**config.mk**
```make
export PLATFORM = sky130hd
export DESIGN_NAME = sgc_top
export DESIGN_NICKNAME = d
export VERILOG_FILES = /design/src/core/sgc_pkg.sv /design/src/core/sgc_top.sv /design/src/core/sgc_zc_channel.sv
export SDC_FILE = /design/constraint.sdc
export NUM_CORES = 1
export LEC_CHECK = 0
export BUFFER_PORTS_ARGS = -buffer_cell sky130_fd_sc_hd__buf_4
export CORE_ASPECT_RATIO = 1.5
export CORE_MARGIN = 3
export CORE_UTILIZATION = 61
export DETAILED_ROUTE_END_ITERATION = 8
export GPL_TIMING_DRIVEN = 0
export MAX_ROUTING_LAYER = met4
export PLACE_DENSITY = 0.84
export SLEW_MARGIN = 20
export SYNTH_ARGS = -nofsm -noshare
export SYNTH_HDL_FRONTEND = slang
export SYNTH_SLANG_ARGS = --single-unit
export TNS_END_PERCENT = 10
```
**constraint.sdc**
```tcl
create_clock -name mclk -period 2.4 [get_ports mclk]
set_input_delay 0.36 -clock mclk [delete_from_list [all_inputs] [get_ports mclk]]
set_output_delay 0.36 -clock mclk [all_outputs]
set_load 0.01 [all_outputs]
```
**src/core/sgc_pkg.sv**
```systemverilog
// package: constants for the stereo gain serial control block
package sgc_pkg;
    localparam int SGC_WORD_BITS = 16;
    localparam int SGC_CODE_BITS = 8;
    localparam logic [7:0] SGC_GAIN_RESET = 8'h00;
    localparam logic [7:0] SGC_GAIN_MUTE = 8'h00;
    localparam int SGC_CLK_MHZ = 250;
    localparam int SGC_ZC_TIMEOUT_MS = 16;
    localparam int SGC_ZC_TIMEOUT_CYC = SGC_ZC_TIMEOUT_MS * SGC_CLK_MHZ * 1000;
    localparam int SGC_ZC_CROSSINGS = 2;
    localparam int SGC_RIGHT_MSB = 15;
    localparam int SGC_LEFT_MSB = 7;
endpackage

```
**src/core/sgc_top.sv**
```systemverilog
// top: serial gain word receiver, daisy-chain output, gain codes
`timescale 1ns/1ns
`default_nettype none
//////////////////////////////////////////////////////////////////////
// Contract
// data accepted only while select is low
// word is 16 bits, two 8-bit gains
// msb first, unsigned binary codes
// sample serial input on clock rise
// serial out driven only while selected
// serial out changes after clock fall
// serial out passes shifted bits onward
// power-up: all cleared, both codes zero
// codes hold until a new write
// right and left codes held separately
// code zero mutes that channel
// gain dB = 31.5 - 0.5*(255-N)
// apply with or without zero crossing
// zero-cross enable is active high
// mute input is active low
// host holds mute low at least 2 ms
// two crossings or 16 ms, else direct
// mute after crossing; waits for deselect
// chain: select low 16 times N clocks
// load codes on select rising edge only
// right byte first, then left byte
// per-channel sign input and timebase
module sgc_top
    import sgc_pkg::*;
#(
    parameter int TIMEOUT_CYC = SGC_ZC_TIMEOUT_CYC
)
(
    // clock and reset
    input wire logic mclk,
    input wire logic sys_rst,
    // serial port pins
    input wire logic sel_n,
    input wire logic shift_clk,
    input wire logic serial_in,
    output logic serial_out,
    output logic serial_out_oe_n,
    // control pins
    input wire logic zero_cross_enable,
    input wire logic mute_n,
    // analog path signs
    input wire logic right_sign,
    input wire logic left_sign,
    // to the analog switch array
    output logic [7:0] right_gain,
    output logic [7:0] left_gain,
    output logic right_analog_ground,
    output logic left_analog_ground
);
    //////////////////////////////////////////////////////////////////
    // the shifter must split into exactly the right and left codes
    if (SGC_WORD_BITS != 2 * SGC_CODE_BITS)
    begin : g_word_chk
        $error("word must hold two gain codes");
    end
    if (TIMEOUT_CYC < 2)
    begin : g_tmo_chk
        $error("timeout too short");
    end
    //////////////////////////////////////////////////////////////////
    typedef struct packed {
        logic [1:0] sel_sy;
        logic [1:0] clk_sy;
        logic [1:0] din_sy;
        logic [1:0] zc_sy;
        logic [1:0] mute_sy;
        logic clk_d;
        logic sel_d;
        logic [15:0] shreg;
        logic [7:0] right_code;
        logic [7:0] left_code;
        logic mute_lat;
        logic dout;
        logic oe_n;
        logic [7:0] r_out;
        logic [7:0] l_out;
        logic r_gnd;
        logic l_gnd;
    } sgc_top_s;

    sgc_top_s st, next_st;
    logic sel_now, clk_rise, clk_fall, sel_rise;
    logic [7:0] r_act, l_act;

    function automatic logic is_mute(input logic [7:0] code);
        return code == SGC_GAIN_MUTE;
    endfunction

    function automatic logic is_rise(input logic now, input logic was);
        return now && !was;
    endfunction

    // select, clock, data, zero-cross and mute pins go through two flops; only stage two is read
    assign sel_now = st.sel_sy[1];
    assign clk_rise = is_rise(st.clk_sy[1], st.clk_d);
    assign clk_fall = is_rise(!st.clk_sy[1], !st.clk_d);
    assign sel_rise = is_rise(sel_now, st.sel_d);

    always_comb
    begin
        next_st = st;
        next_st.sel_sy = {st.sel_sy[0], sel_n};
        next_st.clk_sy = {st.clk_sy[0], shift_clk};
        next_st.din_sy = {st.din_sy[0], serial_in};
        next_st.zc_sy = {st.zc_sy[0], zero_cross_enable};
        next_st.mute_sy = {st.mute_sy[0], mute_n};
        next_st.clk_d = st.clk_sy[1];
        next_st.sel_d = sel_now;
        if (!sel_now && clk_rise)
            next_st.shreg = {st.shreg[14:0], st.din_sy[1]};
        if (!sel_now && clk_fall)
            next_st.dout = st.shreg[SGC_WORD_BITS - 1];
        next_st.oe_n = sel_now;
        if (sel_rise)
        begin
            next_st.right_code = st.shreg[SGC_RIGHT_MSB -: SGC_CODE_BITS];
            next_st.left_code = st.shreg[SGC_LEFT_MSB -: SGC_CODE_BITS];
        end
        // mute low is only taken while deselected; release follows at once
        if (!st.mute_sy[1] && sel_now)
            next_st.mute_lat = 1'b1;
        else if (st.mute_sy[1])
            next_st.mute_lat = 1'b0;
        // switch array decodes gain as 31.5 - 0.5*(255-N) dB
        next_st.r_out = r_act;
        next_st.l_out = l_act;
        next_st.r_gnd = is_mute(r_act);
        next_st.l_gnd = is_mute(l_act);
    end

    always_ff @(posedge mclk)
    begin
        if (sys_rst)
        begin
            st <= '0;
            st.sel_sy <= 2'h3;
            st.sel_d <= 1'b1;
            st.oe_n <= 1'b1;
            st.mute_sy <= 2'h3;
            st.right_code <= SGC_GAIN_RESET;
            st.left_code <= SGC_GAIN_RESET;
            st.r_gnd <= 1'b1;
            st.l_gnd <= 1'b1;
        end
        else
            st <= next_st;
    end

    //////////////////////////////////////////////////////////////////
    sgc_zc_channel #(.TIMEOUT_CYC(TIMEOUT_CYC)) u_right (
        .mclk(mclk),
        .sys_rst(sys_rst),
        .target_code(st.right_code),
        .mute_req(st.mute_lat),
        .zc_en(st.zc_sy[1]),
        .sign_in(right_sign),
        .active_code(r_act)
    );

    sgc_zc_channel #(.TIMEOUT_CYC(TIMEOUT_CYC)) u_left (
        .mclk(mclk),
        .sys_rst(sys_rst),
        .target_code(st.left_code),
        .mute_req(st.mute_lat),
        .zc_en(st.zc_sy[1]),
        .sign_in(left_sign),
        .active_code(l_act)
    );

    assign serial_out = st.dout;
    assign serial_out_oe_n = st.oe_n;
    assign right_gain = st.r_out;
    assign left_gain = st.l_out;
    assign right_analog_ground = st.r_gnd;
    assign left_analog_ground = st.l_gnd;
endmodule
`default_nettype wire

```
**src/core/sgc_zc_channel.sv**
```systemverilog
// one channel's gain apply logic with zero-crossing and timeout
`timescale 1ns/1ns
`default_nettype none
module sgc_zc_channel
    import sgc_pkg::*;
#(
    parameter int TIMEOUT_CYC = SGC_ZC_TIMEOUT_CYC
)
(
    // clock and reset
    input wire logic mclk,
    input wire logic sys_rst,
    // control
    input wire logic [7:0] target_code,
    input wire logic mute_req,
    input wire logic zc_en,
    input wire logic sign_in,
    // result
    output logic [7:0] active_code
);
    // the compare needs at least one counting step before it fires
    if (TIMEOUT_CYC < 2)
    begin : g_tmo_chk
        $error("timeout too short");
    end

    typedef struct packed {
        logic [7:0] code;
        logic s1;
        logic s2;
        logic s3;
        logic [1:0] xings;
        logic [31:0] tmr;
    } sgc_zc_s;

    sgc_zc_s st, next_st;
    logic [7:0] want;
    logic xing;

    always_comb
    begin
        next_st = st;
        want = mute_req ? SGC_GAIN_MUTE : target_code;
        next_st.s1 = sign_in;
        next_st.s2 = st.s1;
        next_st.s3 = st.s2;
        xing = st.s2 ^ st.s3;
        if (want == st.code)
        begin
            next_st.xings = 2'h0;
            next_st.tmr = 32'h0;
        end
        else if (!zc_en)
            next_st.code = want;
        // a pending mute needs only the next crossing; a gain change needs two
        else if ((xing && (mute_req || st.xings == 2'(SGC_ZC_CROSSINGS - 1)))
                 || st.tmr == 32'(TIMEOUT_CYC - 1))
        begin
            next_st.code = want;
            next_st.xings = 2'h0;
            next_st.tmr = 32'h0;
        end
        else
        begin
            next_st.tmr = st.tmr + 32'h1;
            if (xing)
                next_st.xings = st.xings + 2'h1;
        end
    end

    always_ff @(posedge mclk)
    begin
        if (sys_rst)
        begin
            st <= '0;
            st.code <= SGC_GAIN_RESET;
        end
        else
            st <= next_st;
    end

    assign active_code = st.code;
endmodule
`default_nettype wire

```
# Word-level counts from Yosys, hierarchy flattened
# Cells that the tools add are included.
[totals]
mem_count = 0
register_bits = 154
in_bits = 9
elab_cells = 84
ramBits = 0
latch_bits = 0
mem_bits_ro = 0
[classes]
order_cmp = 0
n_reduce_logical = 28
eq_ne = 8
n_mux = 12
add_sub_neg = 4
bitwise_logic = 4
div = 0
shift = 0
multipliers = 0
[op_table]
columns = ["cell", "count"]
rows = [
  ["2-to-1 mux 34 bit", 2],
  ["adder 32 x 1 -> 32 bit, second input constant", 2],
  ["== test 32 x 22 -> 1 bit, second input constant", 2],
  ["2-to-1 mux 8 bit", 6],
  ["== test 8 bit", 2],
  ["zero test 8 bit", 2],
  ["logical AND 1 bit", 8],
  ["AND reduction 2 bit", 4],
  ["nonzero test 2 bit", 3],
  ["zero test 1 bit", 5],
  ["adder 2 x 1 -> 2 bit, second input constant", 2],
  ["== test 2 x 1 -> 1 bit, second input constant", 2],
  ["logical OR 1 bit", 4],
  ["2-to-1 mux 2 bit", 2],
  ["inequality test 2 x 1 -> 1 bit, second input constant", 2],
  ["OR reduction 2 bit", 2],
  ["2-to-1 mux 1 bit", 2],
  ["NOT 1 bit", 2],
  ["bitwise XOR 1 bit", 2],
]

# Depth between registers and ports, before layout
[depth]
ltp_word = 6
ltp_mapped = 9

# Cells and area by module
# A second synthesis with hierarchy kept.
[unflattened]
cells_unflattened = 769
hier_area_um2 = 6905.4
[modules_own_cells]
columns = ["module", "area_per_inst_um2", "instances", "cells_each", "seq_area_each_um2"]
rows = [
  ["sgc_zc_channel", 2368.5, 2, 268, 900.9],
  ["sgc_top", 2168.3, 1, 233, 1281.2],
]

# Least setup slack after synthesis
# Ideal clock, no wire load.
[synth_path]
path_kind = "flip-flop to flip-flop"
from = "register u_right.st[12] in the netlist's numbering"
to = "register u_right.st (netlist bit u_right.active_code[0])"
stages_incl_launch_ff = 7
period_less_slack_ns = 1.963
slack_ns = 0.437
arrival_ns = 1.842
cell_sequence = "dfxtp_1 -> buf_6 -> nor4b_2 -> nand4_1 -> nor4_4 -> a2bb2oi_4 -> mux2_2"
[synth_via]
elab_chain_cells = 4
[synth_rtl]
columns = ["element", "line_no", "source"]
rows = [
  ["start, declared", "sgc_zc_channel.sv:36", "sgc_zc_s st, next_st;"],
  ["start signal, assigned", "sgc_zc_channel.sv:79", "st <= next_st;"],
  ["== test 32 x 22 -> 1 bit", "sgc_zc_channel.sv:57", "|| st.tmr == 32'(TIMEOUT_CYC - 1))"],
  ["logical OR 1 bit", "sgc_zc_channel.sv:57", ""],
  ["inequality test 2 x 1 -> 1 bit (no source line)", "n/a", ""],
  ["AND reduction 2 bit (no source line)", "n/a", ""],
]
# Every way passes these cells.
# A chain may end at the register's enable or synchronous reset.

# Final worst setup path
[layout_path]
from = "register u_right.st[14] in the netlist's numbering"
to = "register u_right.st (netlist bit u_right.active_code[2])"
# The elaborated chain is that of the path after synthesis.

==> parameters.txt <==
Parameter                              Value

Min path
  Hold_sp    sel_n
  Worst Hold Endpoint    next_st[64]$_SDFF_PP1_
  Worst min-delay path category    in -> reg
  Number of stages on the worst hold path    2

Global routing
  Vias in the first global route    5738
  GR Util All Layers    about a quarter
  Met1 usage    about a quarter
  Antenna violations before repair    0
  Wire length of the first global-routing pass    about 26 mm
  GR Util met3    under 10%
  Gr ovfl total    0
  Met2 track utilization from global routing    47.93%
  Maximum number of pins on one net before global-route repair    17
  Most used routing layer    met2

Clock network
  CTS HTree Levels    4
  TritonCTS Buffers    17
  Clock slew seen by the registers of the worst setup and hold paths    ~0.070 ns
  Clk buf depth    2
  Number of buffers inserted by hold repair at cts    0
  Number of buffers added for setup after CTS    0
  Library cell used as clock root buffer    clkbuf_16
  Number of sinks on the clock net    around 150
  Clock latency on the worst-skew pair    about 0.42 ns
  CTS tree    done

Logic synthesis
  Post-synthesis average cell area    between 8 and 9 sq um
  Synth async-reset ratio    0%
  Syn Inst Count    around 760
  Ys flop type    dfxtp_1
  Count of different cell masters after synthesis    59
  Total of warnings raised by yosys    0
  Synth Register Bits    154
  Number of synthesized flops with an enable pin    0
  Fraction of post-synthesis cell area in the top cell type by area    45.39%
  Leading post-synthesis cells by instance count    dfxtp_1 (154), nand2_1 (100), nor2_1 (61)
  Top cells by area, synth    dfxtp_1 (45%), nand2_1 (5.5%), xnor2_1 (5.0%)
  Count leader, synth    dfxtp_1
  Summed instance area of the synthesized netlist    0.006792 sq mm
  Most area-hungry cell type in the Yosys netlist    dfxtp_1
  Post-synth net total    just under 800
  Sequential-to-total area share from yosys stat    45.39%

Pwr
  Largest vdd supply drop    about 0.55 mV
  Pint    around 0.0040 W
  Ratio of total power to cell area    669.0 mW/mm^2
  Leak pwr    2.614 nW
  Switching power of the nets    0.001207 W
  Total power consumption of the routed design    just over 0.005 W
  Clock network power share    between 40% and 50%
  Switching share of total power    ~23%
  Sequential group share of total power    49.6%
  Relative contribution of combinational cells to total power    1.7%

STA
  Share of the clock period used by the worst path after layout    93.78%
  Total setup violations reported at the end of the flow    0
  Clock period minus worst slack    2.251 ns
  Slew at the pin closest to its max-slew limit    between 0.9 and 1 ns
  Hold slack final    roughly 0.12 ns
  Clk_skew    approximately 0.0081 ns
  Final Slew Violations    0
  Final hold violations    0
  Max frequency    around 0.44 GHz
  Max-slew headroom at the worst pin    35.13%

Floorplan
  Area of the core region    ~0.011 sq mm
  Effective utilization at floorplan    63.44%
  Horizontal extent of the die    92.16 um
  Row Count    between 40 and 50
  Count of pins on the block boundary    29
  Height of the chip    approximately 140 um
  Total Die Area    between 0.01 and 0.015 sq mm

Detailed routing
  Final routed wire length divided by cell count    roughly 16 um
  Number of detailed-route iterations in the first pass    5
  # DRC    0
  Detail-routed via count per cell    5.873
  Final WL    ~15 mm
  Antenna viol nets, final    0
  Vias after detailed routing    between 5000 and 6000
  Drt first-iter violations    ~320

Worst setup path
  Slowest CP cell    nor4_4
  Setup slack of the most critical reg-to-reg path    roughly 0.15 ns
  CP max FO    8
  R2R cell count    5
  Critical path start-end classification    reg -> reg
  Kind of cell adding the most delay to the critical path    simple AND/OR/NAND/NOR gates
  Critical path launch point type    flop
  Endpoint type of the worst setup path    flop
  Cell Chain, Critical Path    nor4_1 -> nand4_1 -> nor4_4 -> a2bb2oi_4 -> mux2_2
  Launch instance of the worst register-to-register path    u_right.st[14]$_SDFFE_PP0P_
  Worst endpoint required time    2.71 ns
  Longest individual stage delay on the worst path    roughly 0.56 ns
  Worst reg2reg path endpoint    u_right.active_code[2]$_SDFFE_PP0P_
  Bufs and invs on worst path    0
  Data arrival time at the worst-slack endpoint    2.56 ns
  Crit path depth    5

Cells and area
  Net count reported at finish    just over 800
  Final Core Density    roughly 73%
  Antenna cells    0
  Proportion of layout cells with a drive suffix above 1    roughly 17%
  Area overhead of the layout relative to synthesis    14.35%

Status
  Outcome    completed

Job
  Max capacitance violation total    0

Placed design
  # port buffers    27
  Global placer's final weighted congestion    roughly 0.86
  DP Wirelength    roughly 11 mm
[cell families (layout without fill, tap and decap cells)]
group                      Yosys count  count (layout)  synth area share [%]
and+or+nand+nor                    379             379                 29.96
DFF                                154             154                 45.39
AOI/OAI and AO/OA                   81              81                 7.388
xor gates and xnor gates            65              65                 8.383
buffers and inverters               63             122                 5.342
muxes                               17              17                 2.800
adders and majority gates            4               4                0.7369
[power groups by stage]
stage | registers, W | logic [W] | clock network (W)
6_report | 0.00258 | 0.0000858 | 0.00253
4_1_cts | 0.00257 | 0.0000849 | 0.00255
5_1_grt | 0.00258 | 0.0000935 | 0.00266
3_3_place_gp | 0.00263 | 0.0000821 | 0
2_1_floorplan | 0.00263 | 0.0000521 | 0
3_5_place_dp | 0.00263 | 0.0000841 | 0
[what timing repair did]
item                                    4_1_cts  5_1_grt
pin swaps                                     0        3
resized for setup                             1        8
endpoints found under the hold margin         0        0
endpoints found under the setup margin       10       40
[worst max-delay path by stage]
stage / slack [ns] / start / end
5_1_grt: -0.005 / u_left.st[15]$_SDFFE_PP0P_ / u_left.active_code[0]$_SDFFE_PP0P_
3_3_place_gp: 0.05 / st[20]$_SDFFE_PP0P_ / u_left.st[2]$_SDFFE_PP0P_
6_report: 0.15 / u_right.st[14]$_SDFFE_PP0P_ / u_right.active_code[2]$_SDFFE_PP0P_
3_5_place_dp: 0.01 / st[20]$_SDFFE_PP0P_ / u_left.st[28]$_SDFFE_PP0P_
2_1_floorplan: 0.44 / u_right.st[12]$_SDFFE_PP0P_ / u_right.active_code[0]$_SDFFE_PP0P_
4_1_cts: 0.01 / st[20]$_SDFFE_PP0P_ / u_left.st[28]$_SDFFE_PP0P_
[per-stage QoR]
step                instances  instance area (sq um)  setup TNS (ns)  setup slack, ns
CTS                       966                   7740               0          0.01326
detailed placement        934                   7174               0          0.01299
finish                    966                   7766               0           0.1494
global route              966                   7766       -0.004891        -0.004891
floorplan                 763                   6792               0           0.4374
global placement          934                   7174               0          0.05326
[cells in the final DEF (no fill, tap or decap), types with 6 or more instances in the layout]
master,count
dfxtp_1,154
mux2_2,16
and2_2,7
xor2_1,26
nor4_1,16
nand4b_1,6
or3_1,7
o21ai_0,15
nand2_1,100
and4_1,10
buf_2,8
inv_6,6
xnor2_1,39
nand4_1,26
inv_1,11
nor2_1,61
buf_4,44
or2_2,6
nor3_1,43
and3_1,7
clkbuf_16,17
nor4b_1,8
nand3_1,18
a21oi_1,41
nor2b_1,26
and2_1,11
clkbuf_1,16
[area by class of cell]
| class | instances | area [sq um] |
|---|---|---|
| multi-input combinational | 546 | 3366 |
| sequential | 154 | 3083 |
| fill | 771 | 2939 |
| clock buffer | 18 | 439.2 |
| buffer | 52 | 329.1 |
| timing repair buffer | 27 | 202.7 |
| tap | 144 | 180.2 |
| clock inverter | 14 | 125.1 |
| inverter | 11 | 41.29 |
[state kept, by name, summed over array words and instances (netlist names)]
register,count
st,37
serial_out,1
left_gain,8
u_left.next_st,2
u_right.next_st,2
right_gain,8
u_right.active_code,8
next_st,7
left_analog_ground,1
right_analog_ground,1
serial_out_oe_n,1
u_right.st,35
u_left.active_code,8
u_left.st,35
[per-layer routing]
metal	share of wire, %	vias to the layer above
met5	0	-
met4	4.4	0
met3	3.6	60
met2	54	172
met1	38	2708
li1	-	2733
Power figures use the tool's default switching activity.
